`src/shared/dog_pkg.sv`:
```
/*
 Constants for the two octal GPIO / address ports: register offsets,
 reset values, widths and operating mode codes.
 Assumes nothing beyond a SystemVerilog compiler.
*/
package dog_pkg;

  localparam int DOG_PORT_W = 8;
  localparam int DOG_ADDR_W = 16;

  // Register indices; some are odd, so the byte address is four times the index
  localparam logic [15:0] DOG_IDX_P1_DIR = 16'hffc0;
  localparam logic [15:0] DOG_IDX_P2_DIR = 16'hffc1;
  localparam logic [15:0] DOG_IDX_P1_DAT = 16'hffc2;
  localparam logic [15:0] DOG_IDX_P2_DAT = 16'hffc3;
  localparam logic [15:0] DOG_IDX_P2_PUP = 16'hffd8;
  localparam logic [15:0] DOG_IDX_CTRL = 16'hffe0;

  localparam logic [7:0] DOG_DIR_RST = 8'h00;
  localparam logic [7:0] DOG_DAT_RST = 8'h00;
  localparam logic [7:0] DOG_PUP_RST = 8'h00;
  localparam logic [7:0] DOG_DIR_READ = 8'hff;

  // Control register fields
  localparam int DOG_CTRL_MODE_LSB = 0;
  localparam int DOG_CTRL_SWSTBY_BIT = 2;
  localparam logic [1:0] DOG_MODE_RST = 2'h2;

  localparam logic [1:0] DOG_MODE_EXP = 2'h1;

  localparam logic [1:0] DOG_RESP_OKAY = 2'h0;
  localparam logic [1:0] DOG_RESP_SLVERR = 2'h2;

  localparam int DOG_SYNC_STAGES = 2;

endpackage : dog_pkg

```
`src/rtl/dog_sync.sv`:
```
/*
 Two-flip-flop synchroniser for a bus of pin inputs.
 Assumes inputs are asynchronous to clk; first stage read only by second.
*/
`timescale 1ns/10ps
module dog_sync #(
  parameter int WIDTH = 8
) (
  input wire logic clk,
  input wire logic resetn,
  input wire logic [WIDTH-1:0] async_in,
  output logic [WIDTH-1:0] sync_out
);

  logic [WIDTH-1:0] meta_q;
  logic [WIDTH-1:0] meta_d;
  logic [WIDTH-1:0] sync_q;
  logic [WIDTH-1:0] sync_d;

  always_comb begin
    meta_d = async_in;
    sync_d = meta_q;
  end

  always_ff @(posedge clk or negedge resetn) begin
    if (!resetn) begin
      meta_q <= '0;
      sync_q <= '0;
    end else begin
      meta_q <= meta_d;
      sync_q <= sync_d;
    end
  end

  assign sync_out = sync_q;

endmodule : dog_sync

```
`src/rtl/dog_ports.sv`:
```
/*
 Two octal GPIO ports with address-line multiplexing and port 2 pull-ups,
 behind an AXI4-Lite register slave.
 Assumes: one clock, async active-low reset, hardware standby as an
 active-high input that clears state like reset except the mode; software standby is a
 control register bit that freezes the pin drive values.
*/
// Our own choice: the AXI4-Lite slave port.
// Overview of operation
// RL1: mode 1: dir 1 drives address, else input
// RL2: modes 2,3: dir 1 drives data bit
// RL3: port1 carries A7..A0, port2 A15..A8
// RL4: direction registers write-only, read all ones
// RL5: direction clears on reset, hardware standby
// RL6: software standby keeps output pins driven
// RL7: data read: stored bit if output, else pin
// RL8: data registers RW, clear on reset/standby
// RL9: after reset in mode 1, all inputs
// RL10: pull-up on only if control 1, dir 0
// RL11: one pull-up control bit per pin
// RL12: pull-up control RW, clears on reset/standby
// RL13: pull-ups off in reset/hw standby, kept otherwise
// RL14: writes reach pin outputs next clock edge; here they reach them one edge after the register update
`timescale 1ns/10ps
module dog_ports
  import dog_pkg::*;
#(
  parameter int PORT_W = DOG_PORT_W
) (
  input wire logic sys_clk,
  input wire logic resetn,
  input wire logic hw_standby,
  input wire logic [31:0] s_axi_awaddr,
  input wire logic s_axi_awvalid,
  output logic s_axi_awready,
  input wire logic [31:0] s_axi_wdata,
  input wire logic [3:0] s_axi_wstrb,
  input wire logic s_axi_wvalid,
  output logic s_axi_wready,
  output logic [1:0] s_axi_bresp,
  output logic s_axi_bvalid,
  input wire logic s_axi_bready,
  input wire logic [31:0] s_axi_araddr,
  input wire logic s_axi_arvalid,
  output logic s_axi_arready,
  output logic [31:0] s_axi_rdata,
  output logic [1:0] s_axi_rresp,
  output logic s_axi_rvalid,
  input wire logic s_axi_rready,
  input wire logic [DOG_ADDR_W-1:0] cpu_addr,
  input wire logic [PORT_W-1:0] port1_in,
  output logic [PORT_W-1:0] port1_out,
  output logic [PORT_W-1:0] port1_oe_n,
  input wire logic [PORT_W-1:0] port2_in,
  output logic [PORT_W-1:0] port2_out,
  output logic [PORT_W-1:0] port2_oe_n,
  output logic [PORT_W-1:0] port2_pullup_on,
  output logic [1:0] mode_out,
  output logic sw_standby_out
);

  ////////////////////////////////////////////////////////////////////////////
  // Register state

  logic [PORT_W-1:0] port1_direction_q, port1_direction_d;
  logic [PORT_W-1:0] port2_direction_q, port2_direction_d;
  logic [PORT_W-1:0] port1_output_data_q, port1_output_data_d;
  logic [PORT_W-1:0] port2_output_data_q, port2_output_data_d;
  logic [PORT_W-1:0] port2_pullup_enable_q, port2_pullup_enable_d;
  logic [1:0] mode_q, mode_d;
  logic swstby_q, swstby_d;

  ////////////////////////////////////////////////////////////////////////////
  // AXI4-Lite slave state

  logic aw_held_q, aw_held_d;
  logic w_held_q, w_held_d;
  logic [15:0] aw_addr_q, aw_addr_d;
  logic [31:0] w_data_q, w_data_d;
  logic w_strb0_q, w_strb0_d;
  logic bvalid_q, bvalid_d;
  logic awready_q, awready_d;
  logic wready_q, wready_d;
  logic [1:0] bresp_q, bresp_d;
  logic arready_q, arready_d;
  logic rvalid_q, rvalid_d;
  logic [31:0] rdata_q, rdata_d;
  logic [1:0] rresp_q, rresp_d;

  ////////////////////////////////////////////////////////////////////////////
  // Pin output state

  logic [PORT_W-1:0] p1_out_q, p1_out_d, p1_oen_q, p1_oen_d;
  logic [PORT_W-1:0] p2_out_q, p2_out_d, p2_oen_q, p2_oen_d;
  logic [PORT_W-1:0] pup_q, pup_d;

  logic [PORT_W-1:0] p1_pin, p2_pin;
  logic do_write;
  logic [15:0] rd_addr;

  dog_sync #(.WIDTH(2 * PORT_W)) u_pin_sync (
    .clk(sys_clk),
    .resetn(resetn),
    .async_in({port2_in, port1_in}),
    .sync_out({p2_pin, p1_pin})
  );

  ////////////////////////////////////////////////////////////////////////////
  // Bus next-state

  always_comb begin
    aw_held_d = aw_held_q;
    w_held_d = w_held_q;
    aw_addr_d = aw_addr_q;
    w_data_d = w_data_q;
    w_strb0_d = w_strb0_q;
    bvalid_d = bvalid_q;
    bresp_d = bresp_q;
    arready_d = 1'b0;
    rvalid_d = rvalid_q;
    rdata_d = rdata_q;
    rresp_d = rresp_q;
    rd_addr = s_axi_araddr[17:2];
    do_write = 1'b0;
    // Address and data accepted in either order
    if (s_axi_awvalid && !aw_held_q && !bvalid_q) begin
      aw_held_d = 1'b1;
      aw_addr_d = s_axi_awaddr[17:2];
    end
    if (s_axi_wvalid && !w_held_q && !bvalid_q) begin
      w_held_d = 1'b1;
      w_data_d = s_axi_wdata;
      w_strb0_d = s_axi_wstrb[0];
    end
    if (aw_held_q && w_held_q) begin
      do_write = 1'b1;
      aw_held_d = 1'b0;
      w_held_d = 1'b0;
      bvalid_d = 1'b1;
      bresp_d = DOG_RESP_OKAY;
      unique case (aw_addr_q)
        DOG_IDX_P1_DIR, DOG_IDX_P2_DIR, DOG_IDX_P1_DAT, DOG_IDX_P2_DAT,
        DOG_IDX_P2_PUP, DOG_IDX_CTRL: bresp_d = DOG_RESP_OKAY;
        default: bresp_d = DOG_RESP_SLVERR;
      endcase
    end
    if (bvalid_q && s_axi_bready) begin
      bvalid_d = 1'b0;
    end
    if (s_axi_arvalid && !arready_q && !rvalid_q) begin
      arready_d = 1'b1;
      rvalid_d = 1'b1;
      rresp_d = DOG_RESP_OKAY;
      rdata_d = '0;
      unique case (rd_addr)
        DOG_IDX_P1_DIR, DOG_IDX_P2_DIR: rdata_d[7:0] = DOG_DIR_READ; // see RL4
        // Output pins read the latch, inputs the synchronised pin
        DOG_IDX_P1_DAT: rdata_d[7:0] = (port1_direction_q & port1_output_data_q)
                                      | (~port1_direction_q & p1_pin); // see RL7
        DOG_IDX_P2_DAT: rdata_d[7:0] = (port2_direction_q & port2_output_data_q)
                                      | (~port2_direction_q & p2_pin); // see RL7
        DOG_IDX_P2_PUP: rdata_d[7:0] = port2_pullup_enable_q; // see RL12
        DOG_IDX_CTRL: rdata_d[2:0] = {swstby_q, mode_q};
        default: begin
          rresp_d = DOG_RESP_SLVERR;
        end
      endcase
    end
    if (rvalid_q && s_axi_rready) begin
      rvalid_d = 1'b0;
    end
    awready_d = ~aw_held_d & ~bvalid_d;
    wready_d = ~w_held_d & ~bvalid_d;
  end

  ////////////////////////////////////////////////////////////////////////////
  // Register next-state

  always_comb begin
    port1_direction_d = port1_direction_q;
    port2_direction_d = port2_direction_q;
    port1_output_data_d = port1_output_data_q;
    port2_output_data_d = port2_output_data_q;
    port2_pullup_enable_d = port2_pullup_enable_q;
    mode_d = mode_q;
    swstby_d = swstby_q;
    // Software standby blocks nothing here; state simply holds
    if (do_write && w_strb0_q) begin
      unique case (aw_addr_q)
        DOG_IDX_P1_DIR: port1_direction_d = w_data_q[7:0];
        DOG_IDX_P2_DIR: port2_direction_d = w_data_q[7:0];
        DOG_IDX_P1_DAT: port1_output_data_d = w_data_q[7:0]; // see RL8
        DOG_IDX_P2_DAT: port2_output_data_d = w_data_q[7:0]; // see RL8
        DOG_IDX_P2_PUP: port2_pullup_enable_d = w_data_q[7:0]; // see RL11
        DOG_IDX_CTRL: begin
          mode_d = w_data_q[DOG_CTRL_MODE_LSB +: 2];
          swstby_d = w_data_q[DOG_CTRL_SWSTBY_BIT];
        end
        default: mode_d = mode_q;
      endcase
    end
  end

  ////////////////////////////////////////////////////////////////////////////
  // Pin drive next-state, one cycle after the register write

  always_comb begin
    // Per pin: dir 1 outputs address in mode 1, data otherwise
    p1_oen_d = ~port1_direction_q; // see RL1 RL2 RL9
    p2_oen_d = ~port2_direction_q; // see RL1 RL2 RL9
    if (mode_q == DOG_MODE_EXP) begin
      p1_out_d = cpu_addr[7:0]; // see RL3
      p2_out_d = cpu_addr[15:8]; // see RL3
    end else begin
      p1_out_d = port1_output_data_q;
      p2_out_d = port2_output_data_q;
    end
    pup_d = port2_pullup_enable_q & ~port2_direction_q; // see RL10 RL14
    // Standby leaves driven pins untouched
    if (swstby_q) begin
      p1_out_d = p1_out_q; // see RL6
      p2_out_d = p2_out_q; // see RL6
    end
  end

  ////////////////////////////////////////////////////////////////////////////
  // Registers: reset clears all; hardware standby clears all but the mode

  always_ff @(posedge sys_clk or negedge resetn) begin
    if (!resetn) begin
      port1_direction_q <= DOG_DIR_RST; // see RL5
      port2_direction_q <= DOG_DIR_RST;
      port1_output_data_q <= DOG_DAT_RST;
      port2_output_data_q <= DOG_DAT_RST;
      port2_pullup_enable_q <= DOG_PUP_RST;
      mode_q <= DOG_MODE_RST;
      swstby_q <= 1'b0;
      p1_out_q <= '0;
      p2_out_q <= '0;
      p1_oen_q <= '1;
      p2_oen_q <= '1;
      pup_q <= '0; // see RL13
    end else if (hw_standby) begin
      port1_direction_q <= DOG_DIR_RST; // see RL5
      port2_direction_q <= DOG_DIR_RST;
      port1_output_data_q <= DOG_DAT_RST; // see RL8
      port2_output_data_q <= DOG_DAT_RST;
      port2_pullup_enable_q <= DOG_PUP_RST; // see RL12
      swstby_q <= 1'b0;
      mode_q <= mode_d;
      p1_out_q <= '0;
      p2_out_q <= '0;
      p1_oen_q <= '1;
      p2_oen_q <= '1;
      pup_q <= '0; // see RL13
    end else begin
      port1_direction_q <= port1_direction_d;
      port2_direction_q <= port2_direction_d;
      port1_output_data_q <= port1_output_data_d;
      port2_output_data_q <= port2_output_data_d;
      port2_pullup_enable_q <= port2_pullup_enable_d;
      mode_q <= mode_d;
      swstby_q <= swstby_d;
      p1_out_q <= p1_out_d;
      p2_out_q <= p2_out_d;
      p1_oen_q <= p1_oen_d;
      p2_oen_q <= p2_oen_d;
      pup_q <= pup_d;
    end
  end

  always_ff @(posedge sys_clk or negedge resetn) begin
    if (!resetn) begin
      aw_held_q <= 1'b0;
      w_held_q <= 1'b0;
      aw_addr_q <= '0;
      w_data_q <= '0;
      w_strb0_q <= 1'b0;
      bvalid_q <= 1'b0;
      awready_q <= 1'b1;
      wready_q <= 1'b1;
      bresp_q <= DOG_RESP_OKAY;
      arready_q <= 1'b0;
      rvalid_q <= 1'b0;
      rdata_q <= '0;
      rresp_q <= DOG_RESP_OKAY;
    end else begin
      aw_held_q <= aw_held_d;
      w_held_q <= w_held_d;
      aw_addr_q <= aw_addr_d;
      w_data_q <= w_data_d;
      w_strb0_q <= w_strb0_d;
      bvalid_q <= bvalid_d;
      awready_q <= awready_d;
      wready_q <= wready_d;
      bresp_q <= bresp_d;
      arready_q <= arready_d;
      rvalid_q <= rvalid_d;
      rdata_q <= rdata_d;
      rresp_q <= rresp_d;
    end
  end

  ////////////////////////////////////////////////////////////////////////////
  // Outputs, all from flip-flops

  assign s_axi_awready = awready_q;
  assign s_axi_wready = wready_q;
  assign s_axi_bvalid = bvalid_q;
  assign s_axi_bresp = bresp_q;
  assign s_axi_arready = arready_q;
  assign s_axi_rvalid = rvalid_q;
  assign s_axi_rdata = rdata_q;
  assign s_axi_rresp = rresp_q;
  assign port1_out = p1_out_q;
  assign port1_oe_n = p1_oen_q;
  assign port2_out = p2_out_q;
  assign port2_oe_n = p2_oen_q;
  assign port2_pullup_on = pup_q;
  assign mode_out = mode_q;
  assign sw_standby_out = swstby_q;

endmodule : dog_ports

```
`config.mk`:
```
export PLATFORM = sky130hd
export DESIGN_NAME = dog_ports
export DESIGN_NICKNAME = d
export VERILOG_FILES = /design/src/shared/dog_pkg.sv /design/src/rtl/dog_sync.sv /design/src/rtl/dog_ports.sv
export SDC_FILE = /design/constraint.sdc
export NUM_CORES = 1
export LEC_CHECK = 0
export ABC_CLOCK_PERIOD_IN_PS = 2000
export BUFFER_PORTS_ARGS = -buffer_cell sky130_fd_sc_hd__buf_2
export CORE_MARGIN = 2
export CORE_UTILIZATION = 40
export DETAILED_ROUTE_END_ITERATION = 16
export PLACE_DENSITY_LB_ADDON = 0.25
export SYNTH_ARGS = -nofsm -noshare
export SYNTH_HDL_FRONTEND = slang
export SYNTH_SLANG_ARGS = --single-unit
```
`constraint.sdc`:
```
create_clock -name sys_clk -period 2 [get_ports sys_clk]
set_input_delay 0.2 -clock sys_clk [delete_from_list [all_inputs] [get_ports sys_clk]]
set_output_delay 0.2 -clock sys_clk [all_outputs]
set_load 0.01 [all_outputs]
```
==> key figures, run 1 <==
Synth
  – Post-synth top flop: dfrtp_1
  – Synth top area cells: dfrtp_1, mux2i_1, dfstp_2
  – Largest family of logic cells by synthesized area: multiplexers
  – Ys Warns: 0
  – Fraction of registers with async set/reset: 1.00
  – Post-Syn Area: 0.00643 mm^2
  – Number of synthesized register bits: 157
  – Post-synth top area share: 0.537
  – Number of synthesized flops with an enable pin: 0
  – Syn Inst Count: 523
  – Synth Area in Adders: 0
  – Simple-gate portion of the synthesized area: 0.124
  – Post-synthesis cell type count: 42
  – Compound-Gate Fraction of Synth Area: 0.0524
  – Post-Synth XOR/XNOR Area: 0
  – Sequential fraction of the synthesis area: 0.615
  – Cell taking the most area after synthesis: dfrtp_1
  – Proportion of synthesized area in mux cells: 0.161
  – Syn avg cell area: 12.3 um^2

Floorplan
  – Chip Height: 131 um
  – Row count: 46
  – Starting Density: 0.408
  – Core box area: 0.0158 mm^2
  – DIE WIDTH: 131 um
  – Die area: 0.0171 mm^2
  – I/O pin count: 224

Clock network
  – CTS tree: yes
  – Clock sink count: 157
  – Clk buf depth: 2
  – H-Tree Depth: 4
  – Clk_lat worst skew: 0.42 ns
  – Reg clk slew, reported paths: 0.06 ns
  – Total CTS buffers: 17
  – CTS Root Cell: clkbuf_16

Final layout
  – Share of layout cells above drive strength 1: 0.364
  – Most frequent cells in the layout: dfrtp_1, buf_2, nor2_1
  – Post-Layout Cell Count: 935
  – Final net count: 845
  – Synth-to-layout area growth: 29.5%
  – Fillers: 1,428
  – Most common cell after layout, fill and taps aside: dfrtp_1

Worst setup path
  – Worst R2R Start: aw_addr_q[3]$_DFFE_PN0P_
  – R2R Setup Slk: 0.12 ns
  – Number of cells on the worst reg-to-reg path: 7
  – Critical path class: reg2reg
  – Worst r2r dst: port2_direction_q[3]$_DFFE_PN0P_
  – Worst Path Required: 2.29 ns
  – Crit. End Element: flip-flop
  – Critical path startpoint category: flip-flop
  – WP data arrival: 2.17 ns
  – CP max FO: 8

STA
  – RSZ-0062 raised after global routing: no
  – Worst-Margin Slew: 0.574 ns
  – TNS Setup: 0 ns
  – Minimum clock period: 1.88 ns
  – Max-slew headroom: 0.617
  – Worst hold slack: 0.0180 ns
  – Slew Limit Fails: 0
  – Final Hold Viols: 0
  – Setup WS post-layout: 0.121 ns
  – Setup Viol. Count Final: 0
  – Max Clock Skew: 0.00849 ns
  – Fmax: 0.532 GHz
  – Final period util: 0.940

Placed design
  – Final HPWL DP: 10.8 mm
  – Gpl congestion: 0.835
  – Placed cell count: 872
  – Post-Place Worst Slack: -0.0168 ns
  – Buffers added on ports: 138

Detailed routing
  – Initial DRC count: 256
  – Routed via count: 4,525
  – Wire per inst: 16.4 um
  – DRC violations left: 0
  – DRT Wirelength: 15.3 mm
  – TritonRoute pass-1 iters: 5
  – ANT nets after route: 0
  – Vias per Instance: 4.84

Run
  – Max cap viols: 0

Power and ir drop
  – LEAKAGE: 4.14 nW
  – Pwr dens: 1010 mW/mm^2
  – Max VDD drop: 680 uV

GRT
  – Vias in the first global route: 4,535
  – First-pass GRT wire length: 24.2 mm
  – Initial antenna violation count: 1
  – GRT overflow: 0
  – Largest net degree at the start of global routing: 82
  – GRT Util Overall: 0.190

Hold path
  – Min-delay src: s_axi_bready
  – Cell depth of the worst hold path: 2
  – Worst hold path type: in2reg
  – Hold EP: s_axi_bvalid$_DFF_PN0_

Run status
  – Run status: complete, no violations
routing by layer:
layer  vias up  global-route usage  part of all wire  routed length, um
li1       2122                   -                 -                  -
met1      2237               0.262              0.45               6950
met2       150               0.297              0.48               7340
met3        16              0.0383             0.053                818
met4         0              0.0763             0.015                233
met5         -                   0                 0                  0
how the worst max path moves through the flow:
stage                             startpoint                            endpoint  slack [ns]  cells past startpoint
global placement    aw_addr_q[3]$_DFFE_PN0P_    port1_direction_q[2]$_DFFE_PN0P_        0.01                      5
detailed placement  aw_addr_q[3]$_DFFE_PN0P_    port1_direction_q[2]$_DFFE_PN0P_       -0.02                      5
floorplan           aw_addr_q[3]$_DFFE_PN0P_  port1_output_data_q[0]$_DFFE_PN0P_        0.18                      6
CTS                 aw_addr_q[3]$_DFFE_PN0P_    port2_direction_q[3]$_DFFE_PN0P_        0.12                      6
global route        aw_addr_q[3]$_DFFE_PN0P_    port2_direction_q[3]$_DFFE_PN0P_        0.01                      7
finish              aw_addr_q[3]$_DFFE_PN0P_    port2_direction_q[3]$_DFFE_PN0P_        0.12                      7
state kept, by name, indices dropped and copies added, names as in the netlist, 2 cells and up:
signal                 cells
port2_out                  8
s_axi_rdata                8
port2_direction_q          8
port1_out                  8
u_pin_sync.meta_q         16
w_data_q                   8
port2_oe_n                 8
port1_direction_q          8
u_pin_sync.sync_out       16
port1_output_data_q        8
port2_output_data_q        8
port2_pullup_enable_q      8
port2_pullup_on            8
mode_out                   2
aw_addr_q                 16
port1_oe_n                 8
kinds of logic after synthesis:
| kind of cell | count (synthesis) |
|---|---|
| buffers and inverters | 53 |
| flip-flops | 157 |
| multiplexers | 99 |
| AND/OR/NAND/NOR | 159 |
| AO/OA/AOI/OAI | 54 |
| other | 1 |
final cells by class:
cell class	count	area (um^2)	area share
Clock inverter	12	144	0.0173
Multi-Input combinational cell	338	2300	0.277
Tap cell	216	270	0.0325
Antenna cell	1	2.50	0.000301
Sequential cell	157	3950	0.475
Timing Repair Buffer	187	1180	0.142
Clock buffer	20	457	0.0549
Inverter	4	15.0	0.00180
power by group:
part,switching (mW),internal [mW],total [mW]
registers,0.377,3.59,3.97
clock network,1.26,2.02,3.28
logic,0.549,0.615,1.16
total,2.19,6.22,8.42
worst max-delay path, cell delays in order, from the launching register on:
cell      delay, ns
dfrtp_1        0.40
or3_4          0.41
nor4_4         0.20
buf_4          0.18
nand4b_1       0.12
buf_6          0.19
mux2i_2        0.20
nor2_1         0.06
stage by stage:
step / total power, mW / area, um^2 / utilization
floorplan: 4.66 / 6520 / -
global placement: 5.05 / 7390 / 0.469
detailed placement: 5.13 / 7390 / 0.469
CTS: 8.49 / 8300 / 0.526
global route: 8.83 / 8320 / 0.528
finish: 8.42 / 8320 / 0.528
repair_timing:
item | CTS | global route
pin swaps | 0 | 1
gates resized for setup | 2 | 3
gates cloned | 0 | 0
setup buffers | 0 | 1
hold buffers | 29 | 0
endpoints found under the setup margin | 8 | 1
hold endpoints to repair | 74 | 0
Yosys cell counts (all sizes together) (3+ instances only):
| master | instances |
|---|---|
| mux2 | 37 |
| clkbuf | 19 |
| nand4b | 3 |
| a21oi | 24 |
| nand2b | 16 |
| nor2 | 83 |
| nor3b | 11 |
| nand2 | 17 |
| nand3 | 6 |
| nor3 | 5 |
| nor2b | 3 |
| dfrtp | 138 |
| mux2i | 62 |
| nand4 | 5 |
| o21ai | 13 |
| inv | 4 |
| a221oi | 4 |
| a31oi | 3 |
| dfstp | 19 |
| buf | 30 |
Note: power is estimated with default switching activity, not from simulation.
==> inputs of run 2 (changes only) <==
--- a/config.mk
+++ b/config.mk
@@ -5,7 +5,7 @@
 export SDC_FILE = /design/constraint.sdc
 export NUM_CORES = 1
 export LEC_CHECK = 0
-export ABC_CLOCK_PERIOD_IN_PS = 2000
+export ABC_CLOCK_PERIOD_IN_PS = 2150
 export BUFFER_PORTS_ARGS = -buffer_cell sky130_fd_sc_hd__buf_2
 export CORE_MARGIN = 2
 export CORE_UTILIZATION = 40
==> constraint.sdc (replaced) <==
create_clock -name sys_clk -period 2.15 [get_ports sys_clk]
set_input_delay 0.215 -clock sys_clk [delete_from_list [all_inputs] [get_ports sys_clk]]
set_output_delay 0.215 -clock sys_clk [all_outputs]
set_load 0.01 [all_outputs]
==> key figures, run 2 (synthesis gave the netlist of run 1 again) <==
Detailed routing
  – TritonRoute pass-1 iters: 4
  – Routed via count: 4,431
  – ANT nets after route: 0
  – Wire per inst: 16.2 um
  – DRT Wirelength: 14.9 mm
  – DRC violations left: 0
  – Vias per Instance: 4.83
  – Initial DRC count: 228

Floorplan
  – Core box area: 0.0158 mm^2
  – Chip Height: 131 um
  – Row count: 46
  – Die area: 0.0171 mm^2
  – DIE WIDTH: 131 um
  – Starting Density: 0.408
  – I/O pin count: 224

Placed design
  – Gpl congestion: 0.793
  – Buffers added on ports: 138
  – Placed Area: 0.00737 mm^2
  – Final HPWL DP: 10.6 mm

Clock network
  – CTS Root Cell: clkbuf_16
  – Clk buf depth: 2
  – H-Tree Depth: 4
  – Reg clk slew, reported paths: 0.06 ns
  – Clock sink count: 157
  – Post-CTS Setup Bufs: 0
  – CTS tree: yes
  – Total CTS buffers: 17
  – Clk_lat worst skew: 0.42 ns

Worst setup path
  – Crit path largest cell delay: 0.45 ns
  – Crit. End Element: flip-flop
  – WP data arrival: 2.27 ns
  – Slowest cell on the critical path: nor4_2
  – CP bufs+invs: 1
  – CP max FO: 8
  – Critical path startpoint category: flip-flop
  – Crit-path cells: or3_1 > nor4_2 > nand4b_1 > buf_4 > mux2i_1 > nor2_1
  – Worst path top cell family by delay: simple AND/OR/NAND/NOR gates
  – Worst Path Required: 2.44 ns
  – Critical path class: reg2reg

Final layout
  – Most frequent cells in the layout: dfrtp_1, buf_2, nor2_1
  – Synth-to-layout area growth: 26.0%
  – Final net count: 828
  – Share of layout cells above drive strength 1: 0.355
  – Final Instance Area: 0.00810 mm^2
  – Diode count: 0
  – Most common cell after layout, fill and taps aside: dfrtp_1

Run status
  – Run status: complete, no violations

Hold path
  – Worst hold path type: in2reg

STA
  – Setup Viol. Count Final: 0
  – Worst hold slack: 0.0253 ns
  – RSZ-0062 raised after global routing: no
  – Worst-Margin Slew: 0.580 ns
  – Final Hold Viols: 0
  – Final period util: 0.922
  – Max Clock Skew: 0.0103 ns
  – Max-slew headroom: 0.610
  – Slew Limit Fails: 0
  – Fmax: 0.504 GHz
  – TNS Setup: 0 ns
  – Minimum clock period: 1.98 ns

Power and ir drop
  – Pwr dens: 923 mW/mm^2
  – Total power: 7.48 mW
  – LEAKAGE: 4.03 nW
  – Max VDD drop: 544 uV

GRT
  – GRT Util Overall: 0.183
  – Vias in the first global route: 4,390
  – GRT overflow: 0
  – Initial antenna violation count: 0
  – First-pass GRT wire length: 23.4 mm
  – Largest net degree at the start of global routing: 82

Run
  – Max cap viols: 0
-- run 2: cell types whose count changed in the layout (fill, tap and decap cells not counted), moves of 3 or more --
cell and delta:
buf_4 -6, bufinv_16 -3, clkbuf_1 +4, clkbuf_8 +3, clkinv_2 -4, dlygate4sd3_1 -11
-- run 2: timing repair --
| item | in CTS | in global routing |
|---|---|---|
| hold buffers | 18 | 0 |
| setup endpoints to repair | 0 | 2 |
| gates resized for setup | 0 | 1 |
| endpoints found under the hold margin | 57 | 0 |
-- run 2: final timing paths --
check	to	startpoint	cells after the start	slack (ns)
min	aw_addr_q[8]$_DFFE_PN0P_	s_axi_awaddr[10]	2	0.03
max	port2_direction_q[3]$_DFFE_PN0P_	aw_addr_q[3]$_DFFE_PN0P_	6	0.17
max in group asynchronous	port1_oe_n[3]$_DFF_PN1_	resetn	3	1.17
max reg2reg	port2_direction_q[3]$_DFFE_PN0P_	aw_addr_q[3]$_DFFE_PN0P_	6	0.17
min reg2reg	u_pin_sync.sync_out[6]$_DFF_PN0_	u_pin_sync.meta_q[6]$_DFF_PN0_	0	0.35
min in group asynchronous	aw_addr_q[2]$_DFFE_PN0P_	resetn	2	0.28
-- run 2: per-layer routing --
layer,wire (um),part of all wire,GRT usage,vias up
met5,0,0,0,-
li1,-,-,-,2081
met1,6690,0.45,0.256,2196
met3,900,0.060,0.0326,13
met2,7130,0.48,0.286,141
met4,168,0.011,0.0713,0
-- run 2: report_power, final --
| part | internal [mW] | switching (mW) | leakage (nW) |
|---|---|---|---|
| logic | 0.549 | 0.497 | 1.79 |
| registers | 3.34 | 0.353 | 1.98 |
| clock network | 1.63 | 1.11 | 0.264 |
-- run 2: stage by stage --
| stage | util | instances | setup WS [ns] |
|---|---|---|---|
| floorplan | - | 548 | 0.328 |
| global placement | 0.467 | 867 | 0.158 |
| detailed placement | 0.467 | 867 | 0.124 |
| CTS | 0.513 | 917 | 0.115 |
| global route | 0.514 | 917 | 0.00755 |
| finish | 0.514 | 917 | 0.167 |
-- run 2: final cells by class --
cell class / instances / area, um^2
repair buffers: 170 / 1030
flip-flops and latches: 157 / 3950
clock inverters: 5 / 33.8
multi-input cells: 338 / 2280
well taps: 216 / 270
fillers: 1444 / 7670
clock buffers: 27 / 513
inverters: 4 / 15.0
